<file path="src/mbsfc_map.vh">
`ifndef MBSFC_MAP_VH
`define MBSFC_MAP_VH
// Text-format framing and hex digit characters
`define MBSFC_CH_COLON 8'h3A
`define MBSFC_CH_CR 8'h0D
`define MBSFC_CH_LF 8'h0A
`define MBSFC_CH_0 8'h30
`define MBSFC_CH_9 8'h39
`define MBSFC_CH_A 8'h41
`define MBSFC_CH_F 8'h46
`define MBSFC_HEX_LETTER_OFS 8'h0A
// Function codes, address limits and count limits
`define MBSFC_FN_READ 8'h03
`define MBSFC_FN_WRITE 8'h06
`define MBSFC_ADDR_BCAST 8'h00
`define MBSFC_ADDR_MAX 8'hF7
`define MBSFC_READ_MAX_WORDS 16'h0005
`define MBSFC_ASC_MAX_DATA 8'h10
// Least bytes of a binary and of a text frame
`define MBSFC_RTU_MIN_BYTES 8'h04
`define MBSFC_ASC_MIN_BYTES 8'h03
// Check arithmetic
`define MBSFC_CRC_POLY 16'hA001
`define MBSFC_CRC_INIT 16'hFFFF
// Silence thresholds, in half characters
`define MBSFC_SIL_END_HALVES 16'h0007
`define MBSFC_SIL_GAP_HALVES 16'h0003
// Character layout
`define MBSFC_START_STOP_BITS 4'h2
// Reply buffer default shape
`define MBSFC_FIFO_WIDTH 8
`define MBSFC_FIFO_DEPTH 32
`endif

</file>
<file path="src/mbsfc_codec.v">
`timescale 1ns/1ps
`include "mbsfc_map.vh"

// Reply byte buffer with valid/ready on both sides
module mbsfc_fifo #(
  parameter W  = `MBSFC_FIFO_WIDTH,
  parameter D  = `MBSFC_FIFO_DEPTH,
  parameter AW = 5
) (
  // Clock and reset
  input  wire          core_clk,
  input  wire          nrst,
  // Fill side
  input  wire          in_valid,
  output wire          in_ready,
  input  wire [W-1:0]  in_data,
  // Drain side
  output wire          out_valid,
  input  wire          out_ready,
  output wire [W-1:0]  out_data
);
  reg  [W-1:0] mem [0:D-1];  // Storage
  reg  [AW:0]  wp_q;         // Write pointer, wrap bit on top
  reg  [AW:0]  rp_q;         // Read pointer, wrap bit on top
  wire         full;
  wire         empty;

  assign full      = (wp_q[AW] != rp_q[AW]) && (wp_q[AW-1:0] == rp_q[AW-1:0]);
  assign empty     = (wp_q == rp_q);
  assign in_ready  = !full;
  assign out_valid = !empty;
  assign out_data  = mem[rp_q[AW-1:0]];

  // Storage write, no reset needed
  always @(posedge core_clk) begin
    if (in_valid && !full) begin
      mem[wp_q[AW-1:0]] <= in_data;
    end
  end

  // Pointer update
  always @(posedge core_clk or negedge nrst) begin
    if (!nrst) begin
      wp_q <= {(AW+1){1'b0}};
      rp_q <= {(AW+1){1'b0}};
    end else begin
      if (in_valid && !full) begin
        wp_q <= wp_q + 1'b1;
      end
      if (out_ready && !empty) begin
        rp_q <= rp_q + 1'b1;
      end
    end
  end
endmodule // mbsfc_fifo

//Behaviour
// - Binary or text frame format selectable
// - Binary fields carry eight raw bits; code takes seven when cfg_eight is low
// - Text digits as upper-case character codes
// - Start, 7/8 data, parity option, stop
// - Binary frame preceded by 3.5-char silence
// - Address, function, data, then check word
// - 3.5-char silence ends binary frame
// - Gap over 1.5 chars restarts frame
// - Early new frame appends, check fails
// - Line watched except while driving; first byte is address
// - Addresses 0..247, zero is broadcast
// - Function 03H reads, 06H writes
// - Data carries words as byte pairs
// - CRC sent low byte then high
// - Text frame colon header, CR LF tail
// - Text bytes as two nibbles, high first
// - Text check byte before tail, high first
// - Text data at most sixteen bytes
// - Read asks one to five words
// - No reply to broadcast frames
// - Errored frames to this station, not broadcast, request an error reply
// - Half duplex, driver off while receiving
module mbsfc_codec #(
  parameter FW = `MBSFC_FIFO_WIDTH,
  parameter FD = `MBSFC_FIFO_DEPTH
) (
  // Clock and reset
  input  wire          core_clk,
  input  wire          nrst,
  // Bus line, driver enable high while driving
  input  wire          line_in,
  output wire          line_out,
  output wire          line_oe,
  // Configuration
  input  wire          cfg_ascii,
  input  wire          cfg_eight,
  input  wire          cfg_par_en,
  input  wire          cfg_par_odd,
  input  wire [7:0]    cfg_station,
  input  wire [15:0]   cfg_clk_per_bit,
  // Reply bytes and frame start
  input  wire          tx_valid,
  output wire          tx_ready,
  input  wire [FW-1:0] tx_data,
  input  wire          tx_go,
  output wire          tx_busy,
  // Received bytes
  output reg           rx_valid,
  output reg  [7:0]    rx_data,
  output reg           rx_first,
  // Frame verdict
  output reg           rx_done,
  output reg           rx_ok,
  output reg           rx_bcast,
  output reg           rx_read,
  output reg           rx_write,
  output reg           rx_err_reply
);
  // Transmit sequencer states
  localparam [7:0] T_IDLE = 8'h01, T_WAIT = 8'h02, T_HDR = 8'h04, T_DATA = 8'h08;
  localparam [7:0] T_CK = 8'h10, T_TL = 8'h20, T_FIN = 8'h40, T_DROP = 8'h80;

  function [15:0] crc_step;
    input [15:0] c;
    input [7:0]  b;
    integer      i;
    reg   [15:0] t;
    begin
      t = c ^ {8'h00, b};
      for (i = 0; i < 8; i = i + 1) begin
        t = t[0] ? ((t >> 1) ^ `MBSFC_CRC_POLY) : (t >> 1);
      end
      crc_step = t;
    end
  endfunction

  function [7:0] hex_chr;
    input [3:0] n;
    begin
      if (n < 4'hA) begin
        hex_chr = `MBSFC_CH_0 + {4'h0, n};
      end else begin
        hex_chr = `MBSFC_CH_A + {4'h0, n} - `MBSFC_HEX_LETTER_OFS;
      end
    end
  endfunction

  wire [3:0]  dbits = cfg_eight ? 4'h8 : 4'h7;
  wire [3:0]  nbits = `MBSFC_START_STOP_BITS + dbits + {3'h0, cfg_par_en};
  wire [15:0] t_end = `MBSFC_SIL_END_HALVES * {12'h000, nbits};
  wire [15:0] t_gap = `MBSFC_SIL_GAP_HALVES * {12'h000, nbits};
  wire        tx_act;                         // Driver owns the line

  reg  [15:0] hb_cnt_q;
  wire        hb_tick = (hb_cnt_q == 16'h0000);
  always @(posedge core_clk or negedge nrst) begin
    if (!nrst) begin
      hb_cnt_q <= 16'h0000;
    end else if (hb_tick) begin
      hb_cnt_q <= {1'b0, cfg_clk_per_bit[15:1]} - 16'h0001;
    end else begin
      hb_cnt_q <= hb_cnt_q - 16'h0001;
    end
  end

  // Receiver character engine
  reg         rx_act_q;                       // Character in progress
  reg  [15:0] rx_div_q;                       // Bit timer
  reg  [3:0]  rx_idx_q;                       // Bit index, zero is start
  reg  [9:0]  rx_sh_q;                        // Data, parity, stop
  reg         line_q;                         // Line one cycle ago
  reg         chr_stb_q;                      // Character complete
  reg  [15:0] sil_q;                          // Idle half bits
  reg  [15:0] gap_q;                          // Idle before this character

  always @(posedge core_clk or negedge nrst) begin
    if (!nrst) begin
      rx_act_q  <= 1'b0;
      rx_div_q  <= 16'h0000;
      rx_idx_q  <= 4'h0;
      rx_sh_q   <= 10'h000;
      line_q    <= 1'b1;
      chr_stb_q <= 1'b0;
      gap_q     <= 16'h0000;
    end else begin
      line_q    <= line_in;
      chr_stb_q <= 1'b0;
      if (!rx_act_q) begin
        if (line_q && !line_in && !tx_act) begin
          rx_act_q <= 1'b1;
          rx_div_q <= {1'b0, cfg_clk_per_bit[15:1]};
          rx_idx_q <= 4'h0;
          gap_q    <= sil_q;
        end
      end else if (rx_div_q != 16'h0000) begin
        rx_div_q <= rx_div_q - 16'h0001;
      end else begin
        rx_div_q <= cfg_clk_per_bit - 16'h0001;
        if (rx_idx_q == 4'h0) begin
          // False start if line high at mid start bit
          rx_act_q <= !line_in;
          rx_idx_q <= 4'h1;
        end else begin
          rx_sh_q[rx_idx_q - 4'h1] <= line_in;
          rx_idx_q <= rx_idx_q + 4'h1;
          if (rx_idx_q == nbits - 4'h1) begin
            rx_act_q  <= 1'b0;
            chr_stb_q <= 1'b1;
          end
        end
      end
    end
  end

  always @(posedge core_clk or negedge nrst) begin
    if (!nrst) begin
      sil_q <= 16'h0000;
    end else if (rx_act_q || !line_in || tx_act) begin
      sil_q <= 16'h0000;
    end else if (hb_tick && sil_q != 16'hFFFF) begin
      sil_q <= sil_q + 16'h0001;
    end
  end

  // Character decode
  wire [7:0] chr   = cfg_eight ? rx_sh_q[7:0] : {1'b0, rx_sh_q[6:0]};
  wire       parb  = rx_sh_q[dbits];
  wire       stopb = rx_sh_q[nbits - 4'h2];
  wire       perr  = (cfg_par_en && ((^chr ^ parb) != cfg_par_odd)) || !stopb;
  wire       is_dig = (chr >= `MBSFC_CH_0) && (chr <= `MBSFC_CH_9);
  wire       is_let = (chr >= `MBSFC_CH_A) && (chr <= `MBSFC_CH_F);
  wire [7:0] nib8  = is_dig ? (chr - `MBSFC_CH_0) : (chr - `MBSFC_CH_A + `MBSFC_HEX_LETTER_OFS);

  // Frame assembly state
  reg        in_fr_q;                         // Frame open
  reg        err_q;                           // Character or coding fault
  reg        hi_q;                            // Text high nibble held
  reg  [3:0] hn_q;                            // Held high nibble
  reg        cr_q;                            // Text CR seen
  reg  [7:0] cnt_q;                           // Bytes in frame, saturating
  reg  [15:0] crc_q;
  reg  [7:0] lrc_q;
  reg  [7:0] addr_q;
  reg  [7:0] func_q;
  reg  [15:0] words_q;                        // Read word count

  // Byte strobe from either format
  wire       asc_hex = cfg_ascii && chr_stb_q && in_fr_q && !cr_q && chr != `MBSFC_CH_COLON && chr != `MBSFC_CH_CR;
  wire       b_stb  = cfg_ascii ? (asc_hex && hi_q && (is_dig || is_let)) : chr_stb_q;
  wire [7:0] b_val  = cfg_ascii ? {hn_q, nib8[3:0]} : chr;
  wire       b_first = cfg_ascii ? (cnt_q == 8'h00) : (!in_fr_q || gap_q > t_gap);
  wire       rtu_end = !cfg_ascii && in_fr_q && !rx_act_q && sil_q >= t_end;
  wire       asc_end = cfg_ascii && chr_stb_q && in_fr_q && cr_q;

  // Frame verdict terms
  wire       chk_ok = cfg_ascii ? (lrc_q == 8'h00) : (crc_q == 16'h0000);
  wire       len_ok = cfg_ascii ? (cnt_q >= `MBSFC_ASC_MIN_BYTES &&
                                   cnt_q - `MBSFC_ASC_MIN_BYTES <= `MBSFC_ASC_MAX_DATA)
                                : (cnt_q >= `MBSFC_RTU_MIN_BYTES);
  wire       bcast  = (addr_q == `MBSFC_ADDR_BCAST);
  wire       mine   = (addr_q <= `MBSFC_ADDR_MAX) && (bcast || addr_q == cfg_station);
  wire       fn_rd  = (func_q == `MBSFC_FN_READ);
  wire       fn_wr  = (func_q == `MBSFC_FN_WRITE);
  wire       cnt_ok = !fn_rd || (words_q != 16'h0000 && words_q <= `MBSFC_READ_MAX_WORDS);
  wire       good   = !err_q && chk_ok && len_ok && (fn_rd || fn_wr) && cnt_ok;

  // Frame assembly and verdict
  always @(posedge core_clk or negedge nrst) begin
    if (!nrst) begin
      in_fr_q  <= 1'b0;
      err_q    <= 1'b0;
      hi_q     <= 1'b0;
      hn_q     <= 4'h0;
      cr_q     <= 1'b0;
      cnt_q    <= 8'h00;
      crc_q    <= `MBSFC_CRC_INIT;
      lrc_q    <= 8'h00;
      addr_q   <= 8'h00;
      func_q   <= 8'h00;
      words_q  <= 16'h0000;
      rx_valid <= 1'b0;
      rx_data  <= 8'h00;
      rx_first <= 1'b0;
      rx_done  <= 1'b0;
      rx_ok    <= 1'b0;
      rx_bcast <= 1'b0;
      rx_read  <= 1'b0;
      rx_write <= 1'b0;
      rx_err_reply <= 1'b0;
    end else begin
      rx_valid <= 1'b0;
      rx_first <= 1'b0;
      rx_done  <= 1'b0;
      rx_err_reply <= 1'b0;
      if (cfg_ascii && chr_stb_q && chr == `MBSFC_CH_COLON) begin
        in_fr_q <= 1'b1;
        err_q   <= perr;
        hi_q    <= 1'b0;
        cr_q    <= 1'b0;
        cnt_q   <= 8'h00;
      end else if (cfg_ascii && chr_stb_q && in_fr_q) begin
        err_q <= err_q | perr;
        if (chr == `MBSFC_CH_CR && !cr_q) begin
          cr_q <= 1'b1;
          err_q <= err_q | perr | hi_q;
        end else if (asc_hex) begin
          hi_q <= !hi_q;
          hn_q <= nib8[3:0];
          if (!(is_dig || is_let)) begin
            err_q <= 1'b1;
          end
        end
      end
      if (b_stb) begin
        rx_valid <= 1'b1;
        rx_data  <= b_val;
        rx_first <= b_first;
        if (b_first) begin
          in_fr_q <= 1'b1;
          cnt_q   <= 8'h01;
          addr_q  <= b_val;
          crc_q   <= crc_step(`MBSFC_CRC_INIT, b_val);
          lrc_q   <= b_val;
          if (!cfg_ascii) begin
            err_q <= perr;
          end
        end else begin
          cnt_q <= (cnt_q == 8'hFF) ? cnt_q : cnt_q + 8'h01;
          crc_q <= crc_step(crc_q, b_val);
          lrc_q <= lrc_q + b_val;
          if (!cfg_ascii) begin
            err_q <= err_q | perr;
          end
          if (cnt_q == 8'h01) begin
            func_q <= b_val;
          end
          if (cnt_q == 8'h04) begin
            words_q[15:8] <= b_val;
          end
          if (cnt_q == 8'h05) begin
            words_q[7:0] <= b_val;
          end
        end
      end
      // frame closes on silence or on the character after CR
      if (rtu_end || asc_end) begin
        in_fr_q  <= 1'b0;
        cr_q     <= 1'b0;
        rx_done  <= 1'b1;
        rx_ok    <= mine && good && (!asc_end || chr == `MBSFC_CH_LF);
        rx_bcast <= bcast;
        rx_read  <= fn_rd;
        rx_write <= fn_wr;
        rx_err_reply <= mine && !bcast && !(good && (!asc_end || chr == `MBSFC_CH_LF));
      end
    end
  end

  // Reply buffer
  wire          f_valid;
  reg           f_pop;
  wire [FW-1:0] f_data;
  mbsfc_fifo #(.W(FW), .D(FD), .AW($clog2(FD))) u_fifo (
    .core_clk  (core_clk),
    .nrst      (nrst),
    .in_valid  (tx_valid),
    .in_ready  (tx_ready),
    .in_data   (tx_data),
    .out_valid (f_valid),
    .out_ready (f_pop),
    .out_data  (f_data)
  );

  // Transmit sequencer and character sender
  reg  [7:0]  ts_q;                           // Sequencer state
  reg         sub_q;                          // Nibble or byte half
  reg         blk_q;                          // Last frame was broadcast
  reg  [15:0] tcrc_q;
  reg  [7:0]  tlrc_q;
  reg         ld_q;                           // Character handed over
  reg  [7:0]  ch_q;                           // Character to send
  reg         snd_q;                          // Sender shifting
  reg  [10:0] sh_q;                           // Line bits, LSB first
  reg  [3:0]  left_q;                         // Bits still to send
  reg  [15:0] tdiv_q;
  wire        can = !snd_q && !ld_q;
  wire [7:0]  lrc_out = 8'h00 - tlrc_q;
  wire [7:0]  tb = f_data[7:0];

  assign tx_act   = (ts_q & (T_HDR | T_DATA | T_CK | T_TL | T_FIN)) != 8'h00;
  assign line_oe  = tx_act;
  assign line_out = snd_q ? sh_q[0] : 1'b1;
  assign tx_busy  = (ts_q != T_IDLE);

  // Buffer pop on byte hand-over or drop
  always @* begin
    f_pop = 1'b0;
    if (ts_q == T_DROP) begin
      f_pop = 1'b1;
    end else if (ts_q == T_DATA && can && f_valid && (!cfg_ascii || sub_q)) begin
      f_pop = 1'b1;
    end
  end

  // Sequencer
  always @(posedge core_clk or negedge nrst) begin
    if (!nrst) begin
      ts_q   <= T_IDLE;
      sub_q  <= 1'b0;
      blk_q  <= 1'b0;
      tcrc_q <= `MBSFC_CRC_INIT;
      tlrc_q <= 8'h00;
      ld_q   <= 1'b0;
      ch_q   <= 8'h00;
    end else begin
      ld_q <= 1'b0;
      if (rx_done) begin
        blk_q <= rx_bcast;
      end
      case (ts_q)
        T_IDLE: begin
          sub_q  <= 1'b0;
          tcrc_q <= `MBSFC_CRC_INIT;
          tlrc_q <= 8'h00;
          if (tx_go) begin
            ts_q <= blk_q ? T_DROP : T_WAIT;
          end
        end
        T_WAIT: begin
          if ((cfg_ascii || sil_q >= t_end) && !in_fr_q && !rx_act_q) begin
            ts_q <= cfg_ascii ? T_HDR : T_DATA;
          end
        end
        T_HDR: begin
          if (can) begin
            ld_q <= 1'b1;
            ch_q <= `MBSFC_CH_COLON;
            ts_q <= T_DATA;
          end
        end
        T_DATA: begin
          if (can && !f_valid) begin
            ts_q  <= T_CK;
            sub_q <= 1'b0;
          end else if (can) begin
            ld_q <= 1'b1;
            if (!cfg_ascii) begin
              ch_q   <= tb;
              tcrc_q <= crc_step(tcrc_q, tb);
            end else begin
              ch_q  <= hex_chr(sub_q ? tb[3:0] : tb[7:4]);
              sub_q <= !sub_q;
              if (sub_q) begin
                tlrc_q <= tlrc_q + tb;
              end
            end
          end
        end
        T_CK: begin
          if (can) begin
            ld_q  <= 1'b1;
            sub_q <= !sub_q;
            if (!cfg_ascii) begin
              ch_q <= sub_q ? tcrc_q[15:8] : tcrc_q[7:0];
              if (sub_q) begin
                ts_q <= T_FIN;
              end
            end else begin
              ch_q <= hex_chr(sub_q ? lrc_out[3:0] : lrc_out[7:4]);
              if (sub_q) begin
                ts_q <= T_TL;
              end
            end
          end
        end
        T_TL: begin
          if (can) begin
            ld_q  <= 1'b1;
            ch_q  <= sub_q ? `MBSFC_CH_LF : `MBSFC_CH_CR;
            sub_q <= !sub_q;
            if (sub_q) begin
              ts_q <= T_FIN;
            end
          end
        end
        T_FIN: begin
          if (can) begin
            ts_q <= T_IDLE;
          end
        end
        T_DROP: begin
          if (!f_valid) begin
            ts_q <= T_IDLE;
          end
        end
        default: begin
          ts_q <= T_IDLE;
        end
      endcase
    end
  end

  wire [7:0] cd = cfg_eight ? ch_q : {1'b0, ch_q[6:0]};
  wire       tp = ^cd ^ cfg_par_odd;
  always @(posedge core_clk or negedge nrst) begin
    if (!nrst) begin
      snd_q  <= 1'b0;
      sh_q   <= 11'h7FF;
      left_q <= 4'h0;
      tdiv_q <= 16'h0000;
    end else if (ld_q) begin
      snd_q  <= 1'b1;
      left_q <= nbits;
      tdiv_q <= cfg_clk_per_bit - 16'h0001;
      if (cfg_eight) begin
        sh_q <= {1'b0, cfg_par_en ? tp : 1'b1, cd, 1'b0} | (cfg_par_en ? 11'h400 : 11'h600);
      end else begin
        sh_q <= {2'b11, cfg_par_en ? tp : 1'b1, cd[6:0], 1'b0};
      end
    end else if (snd_q) begin
      if (tdiv_q != 16'h0000) begin
        tdiv_q <= tdiv_q - 16'h0001;
      end else begin
        tdiv_q <= cfg_clk_per_bit - 16'h0001;
        sh_q   <= {1'b1, sh_q[10:1]};
        left_q <= left_q - 4'h1;
        if (left_q == 4'h1) begin
          snd_q <= 1'b0;
        end
      end
    end
  end
endmodule // mbsfc_codec

</file>
<file path="config.mk">
export PLATFORM = sky130hd
export DESIGN_NAME = mbsfc_codec
export DESIGN_NICKNAME = d
export VERILOG_FILES = /design/src/mbsfc_codec.v
export VERILOG_INCLUDE_DIRS = /design/src
export SDC_FILE = /design/constraint.sdc
export NUM_CORES = 1
export LEC_CHECK = 0
export BUFFER_PORTS_ARGS = -buffer_cell sky130_fd_sc_hd__buf_2
export CAP_MARGIN = 40
export CORE_MARGIN = 2
export CORE_UTILIZATION = 46
export DETAILED_ROUTE_END_ITERATION = 10
export GPL_ROUTABILITY_DRIVEN = 1
export HOLD_SLACK_MARGIN = 0.05
export PLACE_DENSITY = 0.67
export SETUP_SLACK_MARGIN = 0.4
export SLEW_MARGIN = 20
export SYNTH_ARGS = -nofsm -noshare
export SYNTH_HDL_FRONTEND = slang
export SYNTH_SLANG_ARGS = --single-unit
export TNS_END_PERCENT = 1
</file>
<file path="constraint.sdc">
create_clock -name core_clk -period 4.75 [get_ports core_clk]
set_input_delay 0.475 -clock core_clk [delete_from_list [all_inputs] [get_ports core_clk]]
set_output_delay 0.475 -clock core_clk [all_outputs]
set_load 0.005 [all_outputs]
</file>
==> qor.txt, run 1 <==
Port Buffer Count -> 60
TritonCTS buffer count -> 55
crit-path max cell delay -> 820 ps
initial core utilization -> 0.465
Post-synth ARST share -> 0.499
post-synthesis sequential area ratio -> 0.550
top cell family by delay on the critical path -> compound AO/OA/AOI/OAI gates
DP Area -> 26900 µm²
CP arrival -> 4580 ps
CTS Buffer Depth -> 3
die area -> 57800 µm²
relative slew slack -> 0.438
setup bufs post-CTS -> 0
Required @ worst endpoint -> 5220 ps
fill count -> 4701
Buf+Inv Stages, Crit Path -> 1
post-DR vias/cell -> 5.73
Hold Violations, Final -> 0
Startpoint Class -> flop
Final Max Slew Viols -> 0
Final ANT Viol Nets -> 0
max cap viols -> 0
root buf cell -> clkbuf_16
Netlist cell types -> 90
top-area cell type share of the netlist area -> 0.299
largest net degree at the start of global routing -> 134
Residual DRC -> 0
Mean Syn Cell Area -> 11.9 µm²
Top cell by count, worst path -> a21oi_1
Design Power -> 14.1 mW
Iter 0 DRT Violations -> 1333
CP Max Fanout -> 33
Non-Filler Cell Area, Final -> 28900 µm²
EDFF count, synth -> 256
CTS tree -> done
Syn Nets -> 2271
Ant. Diodes -> 0
htree depth -> 2
Place WS -> 610 ps
minimum clock period -> 4110 ps
Reg clk slew, reported paths -> 60 ps
Fmax -> 243 MHz
GRT Residual Overflow -> 0
Slew @ Worst Pin -> 841 ps
detailed-route via count -> 17300
share of layout cells above drive strength 1 -> 0.180
first-pass GRT wire length -> 95.1 mm
Final nets -> 2347
Final setup violation count -> 0
initial antenna violation count -> 0
drt wl/cell -> 19.8 µm
Yosys top cell by area -> edfxtp_1
post-detail-place hpwl -> 40.5 mm
Synth Warn # -> 0
setup_tns -> 0 ps
Synth area leaders -> edfxtp_1, dfrtp_1, dfstp_2
clk_lat worst skew -> 620 ps
vias in the first global route -> 17100
run status -> finished clean
Pleak -> 11.4 nW
clk sinks -> 511
Pwr Density -> 487 nW/µm²
Setup WS post-layout -> 636 ps
DRT Wirelength -> 59.9 mm
Die W -> 240 µm
top-count cell post-synth -> edfxtp_1
Crit-path slowest cell -> dfrtp_4
Final Cycle Share -> 0.866
Hold Crit Class -> in2reg
ys flop type -> edfxtp_1
Mapped Area -> 25700 µm²
GPL Wtd Cong -> 0.897
Layout area overhead -> 12.6%
Rows -> 86
synth cell count leaders -> edfxtp_1, dfrtp_1, nor2_1, nand2_1, o21ai_0
Crit. End Element -> flop
Peak supply drop -> 0.355 mV
flops & latches, synth -> 511
Crit Path Class -> reg2reg
Total GRT Usage -> 0.209
core area -> 55200 µm²
Die Ht -> 240 µm
drt first pass iters -> 7
IO Pins -> 61
utilization after layout -> 0.524
critical path, cell by cell -> buf_4 > mux4_2 > a22oi_1 > a31oi_4 > ha_1 > a21oi_1 > o21bai_1 > a21oi_1 > o21bai_1 > a21oi_1 > xnor2_1 > o211ai_1 > o31ai_1
cells after synthesis -> 2154
RSZ-0062 raised after global routing -> yes
clk_skew -> 22.7 ps
[routing by layer]
layer / track usage / vias to the layer above / share of wire
met3: 0.0333 / 94 / 0.055
met2: 0.359 / 494 / 0.50
met5: 0 / - / 0
met1: 0.273 / 8635 / 0.42
met4: 0.0589 / 0 / 0.023
li1: - / 8093 / -
[final cells by class]
| class | count | area (µm²) | area share |
|---|---|---|---|
| Sequential cell | 511 | 14100 | 0.488 |
| Multi-Input combinational cell | 1462 | 10800 | 0.373 |
| Clock buffer | 69 | 1480 | 0.0511 |
| Tap cell | 748 | 936 | 0.0323 |
| Timing Repair Buffer | 118 | 850 | 0.0294 |
| Clock inverter | 32 | 447 | 0.0154 |
| Inverter | 82 | 308 | 0.0106 |
[metrics by stage]
| stage | instances | hold WS (ps) |
|---|---|---|
| 3_3_place_gp | 2896 | 443 |
| 5_1_grt | 3022 | 101 |
| 2_1_floorplan | 2154 | 179 |
| 3_5_place_dp | 2905 | 458 |
| 6_report | 3022 | 119 |
| 4_1_cts | 3008 | 85.9 |
[kinds of logic after synthesis]
| group | Yosys count | share of synthesized area |
|---|---|---|
| XOR/XNOR | 166 | 0.0615 |
| AO/OA/AOI/OAI | 431 | 0.108 |
| flip-flops | 511 | 0.550 |
| adder cells (fa/ha/maj) | 76 | 0.0376 |
| buffers and inverters | 181 | 0.0311 |
| AND/OR/NAND/NOR | 609 | 0.117 |
| multiplexers | 180 | 0.0946 |
[report_power, final]
group	switching [mW]	internal (mW)
Sequential	0.562	5.16
Combinational	2.17	1.67
Clock	1.79	2.75
[path summary, 6_finish.rpt]
| check | from | depth (start not counted) | slack [ps] | endpoint |
|---|---|---|---|---|
| max | u_fifo.rp_q[0] | 13 | 640 | tlrc_q[7] |
| min | tx_go | 2 | 120 | ts_q[0] |
| max reg2reg | u_fifo.rp_q[0] | 13 | 640 | tlrc_q[7] |
| min reg2reg | sh_q[0] | 2 | 460 | sh_q[0] |
| max in group asynchronous | nrst | 4 | 3020 | crc_q[10] |
| min in group asynchronous | nrst | 2 | 320 | hb_cnt_q[0] |
[cells in the final DEF, fill, tap and decap left out, types with 17 or more instances in the layout]
cell         n
dfrtp_1    208
ha_1        74
nor2b_1     17
a22oi_1     18
xor2_1      49
nor3_1      42
xnor2_1    105
a21oi_1    110
nand4_1     20
nor2_1     177
buf_2       59
mux2i_1     64
clkbuf_16   56
buf_4       46
nand2b_1    18
nor4_1      28
mux2_2      75
mux4_2      35
or3_1       22
a21o_1      17
inv_1       80
o21ai_0    118
dfstp_2     44
nand2_1    152
nand3_1     49
edfxtp_1   256
[sequential cells by signal (all words and copies together) (netlist names), 10 cells and up]
| signal | cells |
|---|---|
| u_fifo.mem | 256 |
| crc_q | 16 |
| gap_q | 16 |
| hb_cnt_q | 16 |
| rx_div_q | 16 |
| sil_q | 16 |
| tcrc_q | 16 |
| tdiv_q | 16 |
| words_q | 16 |
| rx_sh_q | 10 |
| sh_q | 10 |
[repair_timing]
action                                  CTS  global route
gates resized for setup                   0             1
hold endpoints to repair                 35             0
endpoints found under the setup margin    0             2
hold buffers                              2             0
(Power assumes the default switching activity.)
==> run 2, diff against run 1 <==
Settings changed: CORE_MARGIN 2 to default, MAX_ROUTING_LAYER from default to met4.
==> run 2 against run 1 <==
Clock skew decreased by 9.1 ps. Count of clock-buffer cells in the layout increased by 6. Highest routed layer unchanged. Largest cell class unchanged. Die area decreased by 1.7%. Combinational power increased by 2%. Register-to-register slack improved by 20 ps. First-iteration DRC count decreased by 0.30%.
==> qor.txt, run 2 (synthesis gave the netlist of run 1 again) <==
setup_tns -> 0 ps (unchanged)
Non-Filler Cell Area, Final -> 29000 µm² (was 28900 µm²)
CTS Buffer Depth -> 3 (unchanged)
run status -> finished clean (unchanged)
IO Pins -> 61 (unchanged)
Hold Violations, Final -> 0 (unchanged)
CP arrival -> 4600 ps (was 4580 ps)
root buf cell -> clkbuf_16 (unchanged)
Peak supply drop -> 0.474 mV (was 0.355 mV)
share of layout cells above drive strength 1 -> 0.180 (unchanged)
Place WS -> 488 ps (was 610 ps)
met2 WL -> 29.5 mm (was 29.8 mm)
post-detail-place hpwl -> 41.0 mm (was 40.5 mm)
Final nets -> 2345 (was 2347)
clk_lat worst skew -> 610 ps (was 620 ps)
Port Buffer Count -> 60 (unchanged)
Pwr Density -> 493 nW/µm² (was 487 nW/µm²)
Pleak -> 11.4 nW (about the same)
Hold Crit Start -> tx_go (unchanged)
first-pass GRT wire length -> 96.1 mm (was 95.1 mm)
relative slew slack -> 0.418 (was 0.438)
CTS tree -> done (unchanged)
initial core utilization -> 0.466 (was 0.465)
Die W -> 238 µm (was 240 µm)
Residual DRC -> 0 (unchanged)
largest net degree at the start of global routing -> 111 (was 134)
Slew @ Worst Pin -> 870 ps (was 841 ps)
core area -> 55100 µm² (was 55200 µm²)
minimum clock period -> 4100 ps (was 4110 ps)
Fmax -> 244 MHz (was 243 MHz)
Layout area overhead -> 12.7% (was 12.6%)
DRT Wirelength -> 60.7 mm (was 59.9 mm)
commonest non-fill, non-tap cells in the layout -> edfxtp_1, dfrtp_1, nor2_1, nand2_1, o21ai_0 (unchanged)
RSZ-0062 raised after global routing -> yes (unchanged)
Reg clk slew, reported paths -> 60 ps (about the same)
critical path, cell by cell -> inv_1 > ha_1 > nand2b_1 > a32oi_1 > o21ai_1 > mux2i_1 > clkinv_1 > ha_1 > a21o_1 > a21oi_1 > o21bai_1 > a21oi_1 > o21bai_1 > a21oi_1 > o21ai_0 > a31o_2 > a22o_1 (was buf_4 > mux4_2 > a22oi_1 > a31oi_4 > ha_1 > a21oi_1 > o21bai_1 > a21oi_1 > o21bai_1 > a21oi_1 > xnor2_1 > o211ai_1 > o31ai_1)
clk_skew -> 13.6 ps (was 22.7 ps)
cell count along the critical path -> 17 (was 13)
die area -> 56800 µm² (was 57800 µm²)
GPL Wtd Cong -> 0.940 (was 0.897)
Rows -> 86 (unchanged)
vias in the first global route -> 17100 (about the same)
R2R Path End -> lrc_q[7] (was tlrc_q[7])
Hold Path Stages -> 2 (unchanged)
reg-to-reg startpoint -> rx_sh_q[0] (was u_fifo.rp_q[0])
Crit-path slowest cell -> dfrtp_1 (was dfrtp_4)
Final Cycle Share -> 0.863 (was 0.866)
commonest non-fill, non-tap cell in the layout -> edfxtp_1 (unchanged)
Final Max Slew Viols -> 0 (unchanged)
metal3 WL -> 2.91 mm (was 3.30 mm)
max FFs per register -> 256 (unchanged)
Hold Crit Class -> in2reg (unchanged)
clk sinks -> 511 (unchanged)
Total GRT Usage -> 0.222 (was 0.209)
Final setup violation count -> 0 (unchanged)
Required @ worst endpoint -> 5250 ps (was 5220 ps)
max cap viols -> 0 (unchanged)
htree depth -> 2 (unchanged)
Final ANT Viol Nets -> 0 (unchanged)
Crit. End Element -> flop (unchanged)
Setup WS post-layout -> 652 ps (was 636 ps)
Hold Path Sink -> ts_q[0] (unchanged)
Worst R2R Setup Slack -> 650 ps (was 640 ps)
wire length on met1 -> 26.4 mm (was 25.4 mm)
top layer in use -> met4 (unchanged)
drt first pass iters -> 6 (was 7)
GRT Residual Overflow -> 0 (unchanged)
top cell family by delay on the critical path -> compound AO/OA/AOI/OAI gates (unchanged)
Buf+Inv Stages, Crit Path -> 2 (was 1)
crit-path max cell delay -> 510 ps (was 820 ps)
Die Ht -> 238 µm (was 240 µm)
post-DR vias/cell -> 5.70 (was 5.73)
initial antenna violation count -> 0 (unchanged)
drt wl/cell -> 20.1 µm (was 19.8 µm)
Startpoint Class -> flop (unchanged)
Ant. Diodes -> 0 (unchanged)
detailed-route via count -> 17200 (was 17300)
Crit Path Class -> reg2reg (unchanged)
DP Area -> 26800 µm² (was 26900 µm²)
Iter 0 DRT Violations -> 1329 (was 1333)
R2R cell count -> 17 (was 13)
Top cell by count, worst path -> a21oi_1 (unchanged)
CP Max Fanout -> 8 (was 33)
TritonCTS buffer count -> 54 (was 55)
-- run 2: power by group --
part	leakage (nW)	internal [mW]	switching [mW]
Sequential	5.55	5.16	0.523
Clock	0.953	2.86	1.79
Combinational	4.87	1.70	2.24
Total	11.4	9.71	4.55
-- run 2: worst reg2reg max path: stages, from the launching register on --
cell	delay [ps]
dfrtp_1	510
inv_1	170
ha_1	250
nand2b_1	150
a32oi_1	280
o21ai_1	190
mux2i_1	300
clkinv_1	160
ha_1	300
a21o_1	180
a21oi_1	230
o21bai_1	100
a21oi_1	220
o21bai_1	100
a21oi_1	270
o21ai_0	120
a31o_2	240
a22o_1	220
-- run 2: layer usage --
layer,vias up,track usage
li1,8098,-
met1,8606,0.288
met2,414,0.361
met3,115,0.0265
met4,0,0.0763
met5,-,-
-- run 2: area by class of cell --
| cell class | count | area (µm²) |
|---|---|---|
| clock buffer | 75 | 1530 |
| clock inverter | 27 | 438 |
| fill | 4784 | 26100 |
| inverter | 82 | 308 |
| multi-input combinational | 1462 | 10800 |
| sequential | 511 | 14100 |
| tap | 748 | 936 |
| timing repair buffer | 117 | 823 |
-- run 2: timing repair --
action | CTS | global route
resized for setup | 0 | 1
buffers inserted | 0 | 1
hold buffers | 2 | 0
endpoints found under the setup margin | 0 | 2
endpoints found under the hold margin | 103 | 0
-- run 2: worst max-delay path by stage --
stage,endpoint,slack (ps),from
2_1_floorplan,lrc_q[7],760,cfg_eight
3_3_place_gp,lrc_q[7],600,cfg_eight
3_5_place_dp,lrc_q[7],490,cfg_eight
4_1_cts,lrc_q[7],560,rx_sh_q[0]
5_1_grt,lrc_q[7],360,rx_sh_q[0]
6_report,lrc_q[7],650,rx_sh_q[0]
-- run 2: stage by stage --
stage                     utilization  hold slack [ps]  instances  total power, mW
after global routing            0.526              114       3022             15.0
after CTS                       0.523             97.5       3009             14.3
after detailed placement        0.487              448       2905             9.61
final                           0.526              128       3022             14.3
after floorplan                     -              179       2154             8.56
after global placement          0.487              443       2902             9.51
==> run 3, diff against run 2 <==
Settings changed: BUFFER_PORTS_ARGS -buffer_cell sky130_fd_sc_hd__buf_2 to -buffer_cell sky130_fd_sc_hd__clkbuf_2, RECOVER_POWER from default to 100.
Clock period 4.75 ns to 3.9 ns, I/O delays scaled along.
==> run 3 against run 2 <==
Power increased by 22%. Sequential share of layout area decreased by 0.44 points. Die area unchanged. Worst hold slack got worse by 30 ps. Design area rose by 0.94%. Highest routed layer unchanged. Sequential power is 21% higher. Register-to-register slack lost 390 ps. Wire length is 2.7% higher. Clock power increased by 18%. The flow now finishes with violations (max-capacitance violations, max-slew violations). Count of clock-buffer cells in the layout fell by 1. Critical endpoint is now tlrc_q[7].
==> qor.txt, run 3 (synthesis gave the netlist of run 1 again) <==
run status -> finished, violations left (was finished clean)
failing checks -> max-capacitance violations, max-slew violations
GPL Wtd Cong -> 0.909 (was 0.940)
IO Pins -> 61 (unchanged)
die area -> 56800 µm² (unchanged)
Final Max Slew Viols -> 363 (was 0)
switching portion of total power -> 0.321 (was 0.319)
max cap viols -> 9 (was 0)
drt first pass iters -> 6 (unchanged)
Logic pwr share -> 0.286 (was 0.276)
core area -> 55100 µm² (unchanged)
root buf cell -> clkbuf_16 (unchanged)
clock power share -> 0.317 (was 0.326)
Reg clk slew, reported paths -> 60 ps (about the same)
Port Buffer Count -> 60 (unchanged)
Hold Path Stages -> 3 (was 2)
Total GRT Usage -> 0.228 (was 0.222)
fill count -> 4716 (was 4784)
Layout area overhead -> 13.8% (was 12.7%)
clk sinks -> 511 (unchanged)
relative slew slack -> -0.778 (was 0.418)
RSZ-0062 raised after global routing -> yes (unchanged)
initial core utilization -> 0.466 (unchanged)
Final Cycle Share -> 0.932 (was 0.863)
initial antenna violation count -> 0 (unchanged)
CTS Buffer Depth -> 3 (unchanged)
Flop pwr share -> 0.397 (was 0.398)
drt wl/cell -> 20.2 µm (was 20.1 µm)
commonest non-fill, non-tap cell in the layout -> edfxtp_1 (unchanged)
internal power -> 11.8 mW (was 9.71 mW)
R2R cell count -> 15 (was 17)
sw power -> 5.58 mW (was 4.55 mW)
post-detail-place hpwl -> 43.0 mm (was 41.0 mm)
Ant. Diodes -> 0 (unchanged)
Hold Violations, Final -> 0 (unchanged)
htree depth -> 2 (unchanged)
Setup WS post-layout -> 264 ps (was 652 ps)
Crit Path Class -> reg2reg (unchanged)
Final ANT Viol Nets -> 0 (unchanged)
Peak supply drop -> 0.357 mV (was 0.474 mV)
Die Ht -> 238 µm (unchanged)
detailed-route via count -> 17700 (was 17200)
Rows -> 86 (unchanged)
commonest non-fill, non-tap cells in the layout -> edfxtp_1, dfrtp_1, nor2_1, nand2_1, o21ai_0 (unchanged)
setup_tns -> 0 ps (unchanged)
GRT Residual Overflow -> 0 (unchanged)
share of layout cells above drive strength 1 -> 0.175 (was 0.180)
Hold Crit Class -> in2reg (unchanged)
clk_skew -> 30.4 ps (was 13.6 ps)
Final setup violation count -> 0 (unchanged)
DRT Wirelength -> 62.4 mm (was 60.7 mm)
minimum clock period -> 3640 ps (was 4100 ps)
CTS tree -> done (unchanged)
Place WS -> 230 ps (was 488 ps)
clk_lat worst skew -> 630 ps (was 610 ps)
post-DR vias/cell -> 5.74 (was 5.70)
Die W -> 238 µm (unchanged)
largest net degree at the start of global routing -> 101 (was 111)
first-pass GRT wire length -> 98.2 mm (was 96.1 mm)
Required @ worst endpoint -> 4370 ps (was 5250 ps)
max FFs per register -> 256 (unchanged)
Startpoint Class -> flop (unchanged)
Final nets -> 2411 (was 2345)
Residual DRC -> 0 (unchanged)
Crit. End Element -> flop (unchanged)
Pleak -> 11.4 nW (about the same)
Fmax -> 275 MHz (was 244 MHz)
vias in the first global route -> 17500 (was 17100)
CP arrival -> 4110 ps (was 4600 ps)
Slew @ Worst Pin -> 2670 ps (was 870 ps)
TritonCTS buffer count -> 56 (was 54)
CP Max Fanout -> 8 (unchanged)
Pwr Density -> 594 nW/µm² (was 493 nW/µm²)
Iter 0 DRT Violations -> 1408 (was 1329)
==> run 3: cell types whose count changed in the layout (fill, tap and decap cells not counted), moves of 3 or more <==
cell / before / now
a21oi_1: 110 / 105
a21oi_2: 0 / 5
and2_0: 0 / 4
and2_1: 7 / 3
buf_2: 59 / 0
buf_4: 46 / 60
bufinv_16: 11 / 8
clkbuf_1: 12 / 81
clkbuf_2: 1 / 37
clkinv_1: 3 / 6
clkinv_8: 0 / 3
inv_1: 80 / 76
inv_2: 0 / 4
==> run 3: layout make-up <==
| type | instances | area [µm²] | area share |
|---|---|---|---|
| flip-flops and latches | 511 | 14100 | 0.484 |
| multi-input cells | 1462 | 10800 | 0.370 |
| clock buffers | 74 | 1560 | 0.0533 |
| repair buffers | 181 | 1090 | 0.0373 |
| well taps | 748 | 936 | 0.0320 |
| clock inverters | 28 | 380 | 0.0130 |
| inverters | 82 | 309 | 0.0106 |
==> run 3: what timing repair did <==
item                                    4_1_cts  5_1_grt
setup buffers                                 4        6
hold buffers                                  3        0
endpoints found under the setup margin        7       22
hold endpoints to repair                     92        0
pin swaps                                     1        5
resized for setup                             5       16
==> run 3: worst max-delay path, stage by stage (launching register included) <==
cell and delay [ps]:
dfrtp_1 600, clkbuf_1 380, mux4_2 360, nor4b_1 150, a31oi_1 280, nand4_2 170, ha_1 250, a21o_1 200
a21oi_2 180, o21bai_1 90, a21oi_2 180, o21bai_1 90, a21oi_1 180, xnor2_1 100, o211ai_1 170, o31ai_1 100
==> run 3: worst paths after layout <==
kind / to / startpoint / slack [ps]
min in group asynchronous: hb_cnt_q[12] / nrst / 1130
max in group asynchronous: rx_data[4] / nrst / 820
worst max register to register: tlrc_q[7] / u_fifo.rp_q[3] / 260
worst min-delay path: rx_div_q[3] / cfg_clk_per_bit[4] / 100
worst min register to register: sh_q[0] / sh_q[0] / 450
worst max-delay path: tlrc_q[7] / u_fifo.rp_q[3] / 260
==> run 3: stage by stage <==
step / hold slack, ps / power (mW) / util / cell area [µm²] / std cells
2_1_floorplan: 94.4 / 10.4 / - / 25700 / 2154
3_3_place_gp: 442 / 11.7 / 0.497 / 27400 / 2969
3_5_place_dp: 451 / 11.9 / 0.497 / 27400 / 2970
4_1_cts: 60.3 / 17.5 / 0.533 / 29400 / 3079
5_1_grt: 97.8 / 18.2 / 0.531 / 29200 / 3086
6_report: 98.5 / 17.4 / 0.531 / 29200 / 3086
==> run 3: routing by layer <==
| layer | part of all wire | up-vias | track usage |
|---|---|---|---|
| li1 | - | 8224 | - |
| met1 | 0.42 | 8912 | 0.287 |
| met2 | 0.50 | 474 | 0.387 |
| met3 | 0.046 | 108 | 0.0283 |
| met4 | 0.026 | 0 | 0.0643 |
| met5 | 0 | - | - |
==> run 3: power by group through the flow <==
stage | clock, mW | sequential, mW | combinational (mW)
finish | 5.51 | 6.89 | 4.97
global route | 5.83 | 6.96 | 5.43
CTS | 5.61 | 6.88 | 4.97
detailed placement | 0 | 6.98 | 4.91
global placement | 0 | 6.96 | 4.78
floorplan | 0 | 6.69 | 3.73
